`src/shared/scpm_defs.vh`:
```
// Register offsets, field positions, reset values and timing for the clock and power manager
`ifndef SCPM_DEFS_VH
`define SCPM_DEFS_VH
`define SCPM_ADDR_W        8
`define SCPM_OFF_CTRL      8'h00
`define SCPM_OFF_SLEEP     8'h04
`define SCPM_OFF_CPU_CLOCK_SELECT_REG    8'h08
`define SCPM_OFF_APBASEL   8'h0c
`define SCPM_OFF_APBBSEL   8'h10
`define SCPM_OFF_APBCSEL   8'h14
`define SCPM_OFF_APBAMASK  8'h18
`define SCPM_OFF_APBBMASK  8'h1c
`define SCPM_OFF_APBCMASK  8'h20
`define SCPM_OFF_AHBMASK   8'h24
`define SCPM_OFF_INTENCLR  8'h28
`define SCPM_OFF_IRQ_ENABLE_SET  8'h2c
`define SCPM_OFF_IRQ_FLAG_REG   8'h30
`define SCPM_OFF_RESET_CAUSE_REG    8'h34
`define SCPM_CTRL_CFDEN    0
`define SCPM_CTRL_BKUP     4
`define SCPM_INT_RDY       0
`define SCPM_INT_CFD       1
`define SCPM_RC_POR        0
`define SCPM_RC_BODC       1
`define SCPM_RC_BODI       2
`define SCPM_RC_EXT        4
`define SCPM_RC_WDT        5
`define SCPM_RC_SW         6
`define SCPM_DIV_RST       3'h0
`define SCPM_RC_RST        8'h01
`define SCPM_PRE_BOUND     7'h7f
`define SCPM_PM_MASK_BIT   1
`endif

```
`src/verilog/scpm_sync.v`:
```
// Three-stage input synchroniser with agreement filter and rising-edge pulse
`timescale 1ns/1ps
module scpm_sync #(
  parameter RST_VAL = 1'b0
) (
  input  wire clk_i,
  input  wire rst_n_i,
  input  wire async_i,
  output reg  level_o,
  output reg  rise_o
);
  reg s1;
  reg s2;
  reg s3;

  // Only s2 and s3 are compared; s1 may be metastable
  always @(posedge clk_i) begin
    if (!rst_n_i) begin
      s1      <= RST_VAL;
      s2      <= RST_VAL;
      s3      <= RST_VAL;
      level_o <= RST_VAL;
      rise_o  <= 1'b0;
    end else begin
      s1      <= async_i;
      s2      <= s1;
      s3      <= s2;
      rise_o  <= 1'b0;
      if (s2 == s3) begin
        level_o <= s3;
        rise_o  <= s3 & ~level_o;
      end
    end
  end
endmodule

```
`src/verilog/scpm_top.v`:
```
// Synchronous clock divider, clock gates, reset collector and failure detector of the power manager
//
// Decided for this implementation: the address-and-strobe port and the address map.
`timescale 1ns/1ps
`include "scpm_defs.vh"
// Overview of operation
// - One shared 8-bit prescaler feeds all clocks
// - CPU clock equals main over two-power divide
// - Each peripheral bus has own divide select
// - Bus root follows CPU, runs when CPU stops
// - Peripheral roots synchronous, divisible, run when halted
// - Separate gate for every module clock
// - Divide writes apply together, others unchanged
// - Ready flag low until new setting applies
// - Interrupt when setting applies if enabled
// - Power-on: cause recorded, source started, active
// - Reset defaults every divide to one
// - Manager always enabled, cleared by every device reset incl. software
// - Masked manager clock returns only at reset
// - Write protection except flags and cause
// - Debugger writes bypass protection
// - Debug keeps manager and all clocks but the CPU running
// - Collect reset sources, reset device, record
// - Power-on detector holds system in reset
// - Sleep gates domains, wake returns active
// - Main clock failure switches to safe oscillator
// - Failure when no main edge per slow period while active
// - Failure sets flag and backup bit; zero reverts
module scpm_top #(
  parameter MW         = 8,
  parameter MASK_A_RST = 8'hff,
  parameter MASK_B_RST = 8'h0f,
  parameter MASK_C_RST = 8'h00,
  parameter MASK_H_RST = 8'hff
) (
  input  wire                    clk_i,
  input  wire                    rst_n_i,
  input  wire [`SCPM_ADDR_W-1:0] addr_i,
  input  wire [31:0]             wdata_i,
  input  wire                    wr_i,
  input  wire                    rd_i,
  output reg  [31:0]             rdata_o,
  input  wire                    protect_i,
  input  wire                    dbg_access_i,
  input  wire                    dbg_active_i,
  input  wire                    main_clk_i,
  input  wire                    safe_osc_i,
  input  wire                    slow_ref_i,
  input  wire                    main_ready_i,
  input  wire                    por_i,
  input  wire                    core_brownout_detect_i,
  input  wire                    io_brownout_detect_i,
  input  wire                    ext_rst_n_i,
  input  wire                    wdt_rst_i,
  input  wire                    sw_rst_i,
  input  wire                    sleep_req_i,
  input  wire                    sleep_deep_i,
  input  wire                    wake_i,
  output reg                     cpu_clk_en_o,
  output reg                     ahb_clk_en_o,
  output reg  [MW-1:0]           ahb_mod_clk_en_o,
  output reg  [2:0]              apb_root_clk_en_o,
  output reg  [MW-1:0]           apba_mod_clk_en_o,
  output reg  [MW-1:0]           apbb_mod_clk_en_o,
  output reg  [MW-1:0]           apbc_mod_clk_en_o,
  output reg                     main_src_en_o,
  output reg                     backup_clock_status_o,
  output reg                     dev_rst_o,
  output reg                     sleeping_o,
  output wire                    irq_o
);
  localparam ST_ACTIVE  = 3'h0;
  localparam ST_IDLE0   = 3'h1;
  localparam ST_IDLE1   = 3'h2;
  localparam ST_IDLE2   = 3'h3;
  localparam ST_STANDBY = 3'h4;

  // Divide tap: ticks when the low div bits of the prescaler are zero
  function tap;
    input [7:0] cnt;
    input [2:0] div;
    begin
      tap = ((cnt & ~(8'hff << div)) == 8'h00);
    end
  endfunction

  wire main_rise;
  wire safe_rise;
  wire ref_rise;
  wire ext_lvl;

  scpm_sync #(.RST_VAL(1'b0)) u_main (
    .clk_i   (clk_i),
    .rst_n_i (rst_n_i),
    .async_i (main_clk_i),
    .level_o (),
    .rise_o  (main_rise)
  );
  scpm_sync #(.RST_VAL(1'b0)) u_safe (
    .clk_i   (clk_i),
    .rst_n_i (rst_n_i),
    .async_i (safe_osc_i),
    .level_o (),
    .rise_o  (safe_rise)
  );
  scpm_sync #(.RST_VAL(1'b0)) u_ref (
    .clk_i   (clk_i),
    .rst_n_i (rst_n_i),
    .async_i (slow_ref_i),
    .level_o (),
    .rise_o  (ref_rise)
  );
  scpm_sync #(.RST_VAL(1'b1)) u_ext (
    .clk_i   (clk_i),
    .rst_n_i (rst_n_i),
    .async_i (ext_rst_n_i),
    .level_o (ext_lvl),
    .rise_o  ()
  );

  reg  [7:0]    pre_cnt;
  reg  [2:0]    cpu_div;
  reg  [2:0]    cpu_div_new;
  reg  [8:0]    apb_div;
  reg  [8:0]    apb_div_new;
  reg           pend;
  reg           rdy_flag;
  reg           cfd_flag;
  reg  [1:0]    irq_en;
  reg           cfden;
  reg  [1:0]    sleep_lvl;
  reg  [MW-1:0] mask_a;
  reg  [MW-1:0] mask_b;
  reg  [MW-1:0] mask_c;
  reg  [MW-1:0] mask_h;
  reg  [7:0]    reset_cause_reg;
  reg  [2:0]    state;
  reg  [2:0]    next_state;
  reg           seen_edge;

  wire       src_tick = backup_clock_status_o ? safe_rise : main_rise;
  wire       boundary = src_tick & (pre_cnt[6:0] == `SCPM_PRE_BOUND);
  wire       apply    = pend & boundary;
  wire       bus_on   = mask_a[`SCPM_PM_MASK_BIT];
  wire       wr_any   = wr_i & bus_on;
  wire       wr_prot  = wr_any & (~protect_i | dbg_access_i);
  wire [7:0] rst_src  = {1'b0, sw_rst_i, wdt_rst_i, ~ext_lvl, 1'b0,
                         io_brownout_detect_i, core_brownout_detect_i, por_i};
  wire       any_rst  = |rst_src;
  wire       cfd_fail = ref_rise & cfden & ~seen_edge & (state == ST_ACTIVE);
  wire       sel_wr   = wr_prot & ((addr_i == `SCPM_OFF_CPU_CLOCK_SELECT_REG) | (addr_i == `SCPM_OFF_APBASEL) |
                                   (addr_i == `SCPM_OFF_APBBSEL) | (addr_i == `SCPM_OFF_APBCSEL));
  wire       w1c_flag = wr_any & (addr_i == `SCPM_OFF_IRQ_FLAG_REG);

  assign irq_o = (rdy_flag & irq_en[`SCPM_INT_RDY]) | (cfd_flag & irq_en[`SCPM_INT_CFD]);

  // Device reset follows every source; the por source keeps it asserted
  always @(posedge clk_i) begin
    if (!rst_n_i) begin
      dev_rst_o     <= 1'b1;
      main_src_en_o <= 1'b0;
      reset_cause_reg        <= `SCPM_RC_RST;
    end else begin
      dev_rst_o     <= any_rst;
      main_src_en_o <= 1'b1;
      if (any_rst) begin
        reset_cause_reg <= rst_src;
      end else if (wr_any & (addr_i == `SCPM_OFF_RESET_CAUSE_REG)) begin
        reset_cause_reg <= reset_cause_reg & ~wdata_i[7:0];
      end
    end
  end

  // Prescaler has no enable of its own; the block can never be switched off
  always @(posedge clk_i) begin
    if (!rst_n_i) begin
      pre_cnt <= 8'h00;
    end else if (src_tick) begin
      pre_cnt <= pre_cnt + 8'h01;
    end
  end

  // Configuration; cleared by power-on and by every device reset
  always @(posedge clk_i) begin
    if (!rst_n_i || dev_rst_o) begin
      cpu_div     <= `SCPM_DIV_RST;
      cpu_div_new <= `SCPM_DIV_RST;
      apb_div     <= {3{`SCPM_DIV_RST}};
      apb_div_new <= {3{`SCPM_DIV_RST}};
      pend        <= 1'b0;
      irq_en      <= 2'h0;
      cfden       <= 1'b0;
      sleep_lvl   <= 2'h0;
      mask_a      <= MASK_A_RST[MW-1:0];
      mask_b      <= MASK_B_RST[MW-1:0];
      mask_c      <= MASK_C_RST[MW-1:0];
      mask_h      <= MASK_H_RST[MW-1:0];
    end else begin
      if (apply) begin
        cpu_div <= cpu_div_new;
        apb_div <= apb_div_new;
        pend    <= 1'b0;
      end
      if (sel_wr) begin
        pend <= 1'b1;
      end
      if (wr_prot) begin
        case (addr_i)
          `SCPM_OFF_CTRL:     cfden <= wdata_i[`SCPM_CTRL_CFDEN];
          `SCPM_OFF_SLEEP:    sleep_lvl <= wdata_i[1:0];
          `SCPM_OFF_CPU_CLOCK_SELECT_REG:   cpu_div_new <= wdata_i[2:0];
          `SCPM_OFF_APBASEL:  apb_div_new[2:0] <= wdata_i[2:0];
          `SCPM_OFF_APBBSEL:  apb_div_new[5:3] <= wdata_i[2:0];
          `SCPM_OFF_APBCSEL:  apb_div_new[8:6] <= wdata_i[2:0];
          `SCPM_OFF_APBAMASK: mask_a <= wdata_i[MW-1:0];
          `SCPM_OFF_APBBMASK: mask_b <= wdata_i[MW-1:0];
          `SCPM_OFF_APBCMASK: mask_c <= wdata_i[MW-1:0];
          `SCPM_OFF_AHBMASK:  mask_h <= wdata_i[MW-1:0];
          `SCPM_OFF_INTENCLR: irq_en <= irq_en & ~wdata_i[1:0];
          `SCPM_OFF_IRQ_ENABLE_SET: irq_en <= irq_en | wdata_i[1:0];
          default:            irq_en <= irq_en;
        endcase
      end
    end
  end

  // Flags: a hardware set beats a clear in the same cycle
  always @(posedge clk_i) begin
    if (!rst_n_i || dev_rst_o) begin
      rdy_flag              <= 1'b1;
      cfd_flag              <= 1'b0;
      backup_clock_status_o <= 1'b0;
      seen_edge             <= 1'b0;
    end else begin
      if (apply) begin
        rdy_flag <= 1'b1;
      end else if (sel_wr) begin
        rdy_flag <= 1'b0;
      end else if (w1c_flag & wdata_i[`SCPM_INT_RDY]) begin
        rdy_flag <= 1'b0;
      end
      if (cfd_fail) begin
        cfd_flag <= 1'b1;
      end else if (w1c_flag & wdata_i[`SCPM_INT_CFD]) begin
        cfd_flag <= 1'b0;
      end
      if (cfd_fail) begin
        backup_clock_status_o <= 1'b1;
      end else if (wr_prot & (addr_i == `SCPM_OFF_CTRL) & ~wdata_i[`SCPM_CTRL_BKUP]) begin
        backup_clock_status_o <= 1'b0;
      end
      // Window restarts at each rising slow reference edge
      if (ref_rise) begin
        seen_edge <= main_rise;
      end else if (main_rise) begin
        seen_edge <= 1'b1;
      end
    end
  end

  // Sleep controller
  always @* begin
    next_state = state;
    case (state)
      ST_ACTIVE: begin
        if (sleep_req_i) begin
          if (sleep_deep_i) begin
            next_state = ST_STANDBY;
          end else begin
            case (sleep_lvl)
              2'h0:    next_state = ST_IDLE0;
              2'h1:    next_state = ST_IDLE1;
              default: next_state = ST_IDLE2;
            endcase
          end
        end
      end
      ST_IDLE0, ST_IDLE1, ST_IDLE2, ST_STANDBY: begin
        if (wake_i) begin
          next_state = ST_ACTIVE;
        end
      end
      default: next_state = ST_ACTIVE;
    endcase
  end

  always @(posedge clk_i) begin
    if (!rst_n_i || dev_rst_o) begin
      state <= ST_ACTIVE;
    end else begin
      state <= next_state;
    end
  end

  // Clock enables; debug keeps every generated clock but the processor running
  wire       cpu_tick = src_tick & tap(pre_cnt, cpu_div);
  wire       run      = ~dev_rst_o & main_ready_i;
  wire       ahb_on   = run & (dbg_active_i | (state == ST_ACTIVE) | (state == ST_IDLE0));
  wire       apb_on   = run & (dbg_active_i | (state != ST_IDLE2) & (state != ST_STANDBY));
  wire [2:0] apb_tick = {src_tick & tap(pre_cnt, apb_div[8:6]),
                         src_tick & tap(pre_cnt, apb_div[5:3]),
                         src_tick & tap(pre_cnt, apb_div[2:0])};

  always @(posedge clk_i) begin
    if (!rst_n_i) begin
      cpu_clk_en_o      <= 1'b0;
      ahb_clk_en_o      <= 1'b0;
      ahb_mod_clk_en_o  <= {MW{1'b0}};
      apb_root_clk_en_o <= 3'h0;
      apba_mod_clk_en_o <= {MW{1'b0}};
      apbb_mod_clk_en_o <= {MW{1'b0}};
      apbc_mod_clk_en_o <= {MW{1'b0}};
      sleeping_o        <= 1'b0;
    end else begin
      cpu_clk_en_o      <= cpu_tick & run & (state == ST_ACTIVE);
      ahb_clk_en_o      <= cpu_tick & ahb_on;
      ahb_mod_clk_en_o  <= {MW{cpu_tick & ahb_on}} & mask_h;
      apb_root_clk_en_o <= apb_tick & {3{apb_on}};
      apba_mod_clk_en_o <= {MW{apb_tick[0] & apb_on}} & mask_a;
      apbb_mod_clk_en_o <= {MW{apb_tick[1] & apb_on}} & mask_b;
      apbc_mod_clk_en_o <= {MW{apb_tick[2] & apb_on}} & mask_c;
      sleeping_o        <= (state != ST_ACTIVE);
    end
  end

  // Read port; a masked manager bus clock reads as zero
  always @(posedge clk_i) begin
    if (!rst_n_i) begin
      rdata_o <= 32'h00000000;
    end else begin
      rdata_o <= 32'h00000000;
      if (rd_i & bus_on) begin
        case (addr_i)
          `SCPM_OFF_CTRL:     rdata_o <= {27'h0, backup_clock_status_o, 3'h0, cfden};
          `SCPM_OFF_SLEEP:    rdata_o <= {30'h0, sleep_lvl};
          `SCPM_OFF_CPU_CLOCK_SELECT_REG:   rdata_o <= {29'h0, cpu_div_new};
          `SCPM_OFF_APBASEL:  rdata_o <= {29'h0, apb_div_new[2:0]};
          `SCPM_OFF_APBBSEL:  rdata_o <= {29'h0, apb_div_new[5:3]};
          `SCPM_OFF_APBCSEL:  rdata_o <= {29'h0, apb_div_new[8:6]};
          `SCPM_OFF_APBAMASK: rdata_o[MW-1:0] <= mask_a;
          `SCPM_OFF_APBBMASK: rdata_o[MW-1:0] <= mask_b;
          `SCPM_OFF_APBCMASK: rdata_o[MW-1:0] <= mask_c;
          `SCPM_OFF_AHBMASK:  rdata_o[MW-1:0] <= mask_h;
          `SCPM_OFF_INTENCLR: rdata_o <= {30'h0, irq_en};
          `SCPM_OFF_IRQ_ENABLE_SET: rdata_o <= {30'h0, irq_en};
          `SCPM_OFF_IRQ_FLAG_REG:  rdata_o <= {30'h0, cfd_flag, rdy_flag};
          `SCPM_OFF_RESET_CAUSE_REG:   rdata_o <= {24'h0, reset_cause_reg};
          default:            rdata_o <= 32'h00000000;
        endcase
      end
    end
  end
endmodule

```
`config.mk`:
```
export PLATFORM = sky130hd
export DESIGN_NAME = scpm_top
export DESIGN_NICKNAME = d
export VERILOG_FILES = /design/src/verilog/scpm_sync.v /design/src/verilog/scpm_top.v
export VERILOG_INCLUDE_DIRS = /design/src /design/src/shared
export SDC_FILE = /design/constraint.sdc
export NUM_CORES = 1
export LEC_CHECK = 0
export ABC_CLOCK_PERIOD_IN_PS = 2700
export BUFFER_PORTS_ARGS = -buffer_cell sky130_fd_sc_hd__buf_2
export CAP_MARGIN = 15
export CORE_UTILIZATION = 53
export CTS_BUF_LIST = sky130_fd_sc_hd__clkbuf_8
export CTS_CLUSTER_DIAMETER = 30
export DETAILED_ROUTE_END_ITERATION = 16
export GPL_ROUTABILITY_DRIVEN = 0
export HOLD_SLACK_MARGIN = 0.15
export MAX_ROUTING_LAYER = met4
export PLACE_DENSITY = 0.78
export SYNTH_ARGS = -nofsm -noshare
export SYNTH_HDL_FRONTEND = slang
export SYNTH_SLANG_ARGS = --single-unit
```
`constraint.sdc`:
```
create_clock -name clk_i -period 2.7 [get_ports clk_i]
set_clock_uncertainty 0.2 [all_clocks]
set_input_delay 0.27 -clock clk_i [delete_from_list [all_inputs] [get_ports clk_i]]
set_output_delay 0.27 -clock clk_i [all_outputs]
set_load 0.02 [all_outputs]
```
==> impl_metrics.yaml <==
synth:
  synth_area_um2: 6360
  async_flop_share_pct: 0
  yosys.area.top_type: "dfxtp_1"
  ys.flop_type: "dfxtp_1"
  synthAdderAreaFrac_pct: 0.197
  yosys_warnings: 0
  synth_top_family_by_area: "simple AND/OR/NAND/NOR gates"
  ys_ff_latch: 151
  ys_types: 67
  synth_edf_count: 0
  synth_simple_gate_area_share_pct: 20.4
  synth-xor-area-share_pct: 0.964
  synthTopCellsByCount: "151 x dfxtp_1, 71 x nor2_1, 55 x mux2i_1, 39 x nand2_1, 36 x o21ai_0"
  ys_seq_area_share_pct: 47.5
  synth.area.mux_share_pct: 11.0
  synth-compound-area-share_pct: 12.3
  synth_cells: 681
  yosys.cell_count.top_type: "dfxtp_1"
  syn_avg_cell_area_um2: 9.34
  synthTopCellsByArea: "dfxtp_1 48%, mux2i_1 8.7%, nor2_1 4.2%"
  synth_top_cell_area_share_pct: 47.5
power:
  ir_worst_vdd_mv: 0.499
  p_leak_nw: 3.07
  totalPowerFinal_mw: 4.46
  power_density_nw_per_um2: 589
drt:
  ant_nets: 0
  route.detailed.drc: 3
  drt_wl_total_um: 16500
  drt_first_pass_iters: 11
  vias: 5477
  drt_iter0_markers: 531
  viasPerCell: 5.81
  wl_per_cell_um: 17.5
setup_path:
  ff2ff_path_depth: 6
  cp.arrival_ns: 2.63
  cp_max_fo: 11
  criticalPathCategory: "in2reg"
  rrSetupSlack_ns: 0.30
  reg2reg_from: "mask_a[1]"
  cp-end-kind: "flop"
  worstSetupStartpoint: "addr_i[3]"
  start_kind: "input pin"
  critPathRequiredTime_ns: 2.84
place:
  portBuffers: 85
  placed_cells: 881
  dpl.hpwl_um: 11500
timing:
  hold_violations: 0
  worst_pin_slew_ns: 0.837
  fin_hold_ws_ns: 0.207
  rsz0062_at_grt: "false"
  setup_violations: 0
  max_slew_margin_pct: 44.1
  fmax_ghz: 0.402
  fin_setup_tns_ns: 0
  fin_crit_sh_pct: 92.1
  period_needed_ns: 2.49
  final_max_slew_viol_count: 0
clock_network:
  clockBufferDepth: 2
  cts_tree: "yes"
  clkSinkCount: 151
  clk_pin_slew_ns: 0.08
  cts.htree.levels: 4
  cts_made_buffers: 17
  cts_resized: 0
  clock_latency_ns: 0.45
  cts_root_buf: "clkbuf_8"
final_layout:
  layoutNonFillerInstCount: 943
  final_nets: 848
  syn_to_final_growth_pct: 19.1
  final_util_pct: 65.5
  largest_registers: "apb_div: 9 flops, apb_div_new: 9 flops"
  antenna_cells: 0
  drive_gt1_share_pct: 19.9
hold_path:
  worstHoldStart: "wake_i"
  worstHoldPathType: "in2reg"
  hold-path-cell-count: 5
global_route:
  track_usage_pct: 27.9
  grt_pass1_vias: 5146
  grt_pass1_wl_um: 26100
  gr-max-usage-layer: "met2"
  grt_max_degree: 28
  grt_util_met3_pct: 6.91
  met2_usage_pct: 43.3
  antenna_found_initial: 0
  globalRoute.totalOverflow: 0
  met1_usage_pct: 34.8
die:
  io_pins: 134
  core-area_um2: 11600
  row_count: 39
  die-area_um2: 12400
  initial_core_util_pct: 55.0
  die_h_um: 112
  die_w_um: 112
outcome:
  violations: "DRC"
  outcome: "finished, violations left"
flow_run:
  maxCapViolations: 0
-- cells in the final DEF, fill, tap and decap left out, types with 23 or more instances in the layout --
cell and count:
a21oi_1 23, and2_1 28, nor2_1 71, conb_1 24, buf_2 85, mux2i_1 55
dfxtp_1 151, nand2_1 39, dlygate4sd3_1 30, inv_1 32, o21ai_0 36
-- critical path, cell delays in order --
cell and delay, ns:
buf_2 0.16, or4b_1 0.72, nor3b_2 0.45, buf_4 0.21
a211oi_1 0.08, o21a_1 0.18, dlygate4sd3_1 0.55
-- final cells by class --
type,instances,area (um^2)
multi-input cells,454,2940
well taps,143,179
flip-flops and latches,151,3020
fillers,912,3990
repair buffers,133,861
clock inverters,14,206
inverters,30,113
clock buffers,18,248
-- repair_timing --
action / CTS / global route
hold buffers: 30 / 0
hold endpoints to repair: 76 / 0
setup buffers: 0 / 0
-- metal layers --
| layer | vias up | part of all wire [%] |
|---|---|---|
| met4 | 0 | 2.7 |
| met2 | 295 | 46 |
| met1 | 2580 | 42 |
| li1 | 2550 | - |
| met5 | - | 0 |
| met3 | 52 | 9.8 |
-- cells by family (layout without fill, tap and decap cells) --
kind of cell | after synthesis | after routing
AND/OR/NAND/NOR | 239 | 239
other | 1 | 24
adder cells (fa/ha/maj) | 1 | 1
flip-flops | 151 | 151
XOR/XNOR | 7 | 7
AO/OA/AOI/OAI | 117 | 117
multiplexers | 66 | 66
buffers and inverters | 99 | 195
-- path summary, 6_finish.rpt --
kind	endpoint
max	reset_cause_reg[5]
min	state[0]
max reg2reg	reset_cause_reg[5]
min reg2reg	reset_cause_reg[3]
-- per-stage QoR --
stage | cell area, um^2 | setup slack, ns
6_report | 7570 | 0.214
5_1_grt | 7570 | 0.138
3_5_place_dp | 6820 | 0.292
2_1_floorplan | 6440 | 0.458
4_1_cts | 7570 | 0.280
3_3_place_gp | 6820 | 0.358
-- power breakdown --
part	switching [mW]	internal, mW	leakage (nW)	total, mW
logic	0.150	0.0931	1.61	0.243
clock network	0.850	1.12	0.235	1.97
registers	0.00841	2.24	1.22	2.25
total	1.01	3.45	3.07	4.46
(Power assumes the default switching activity.)
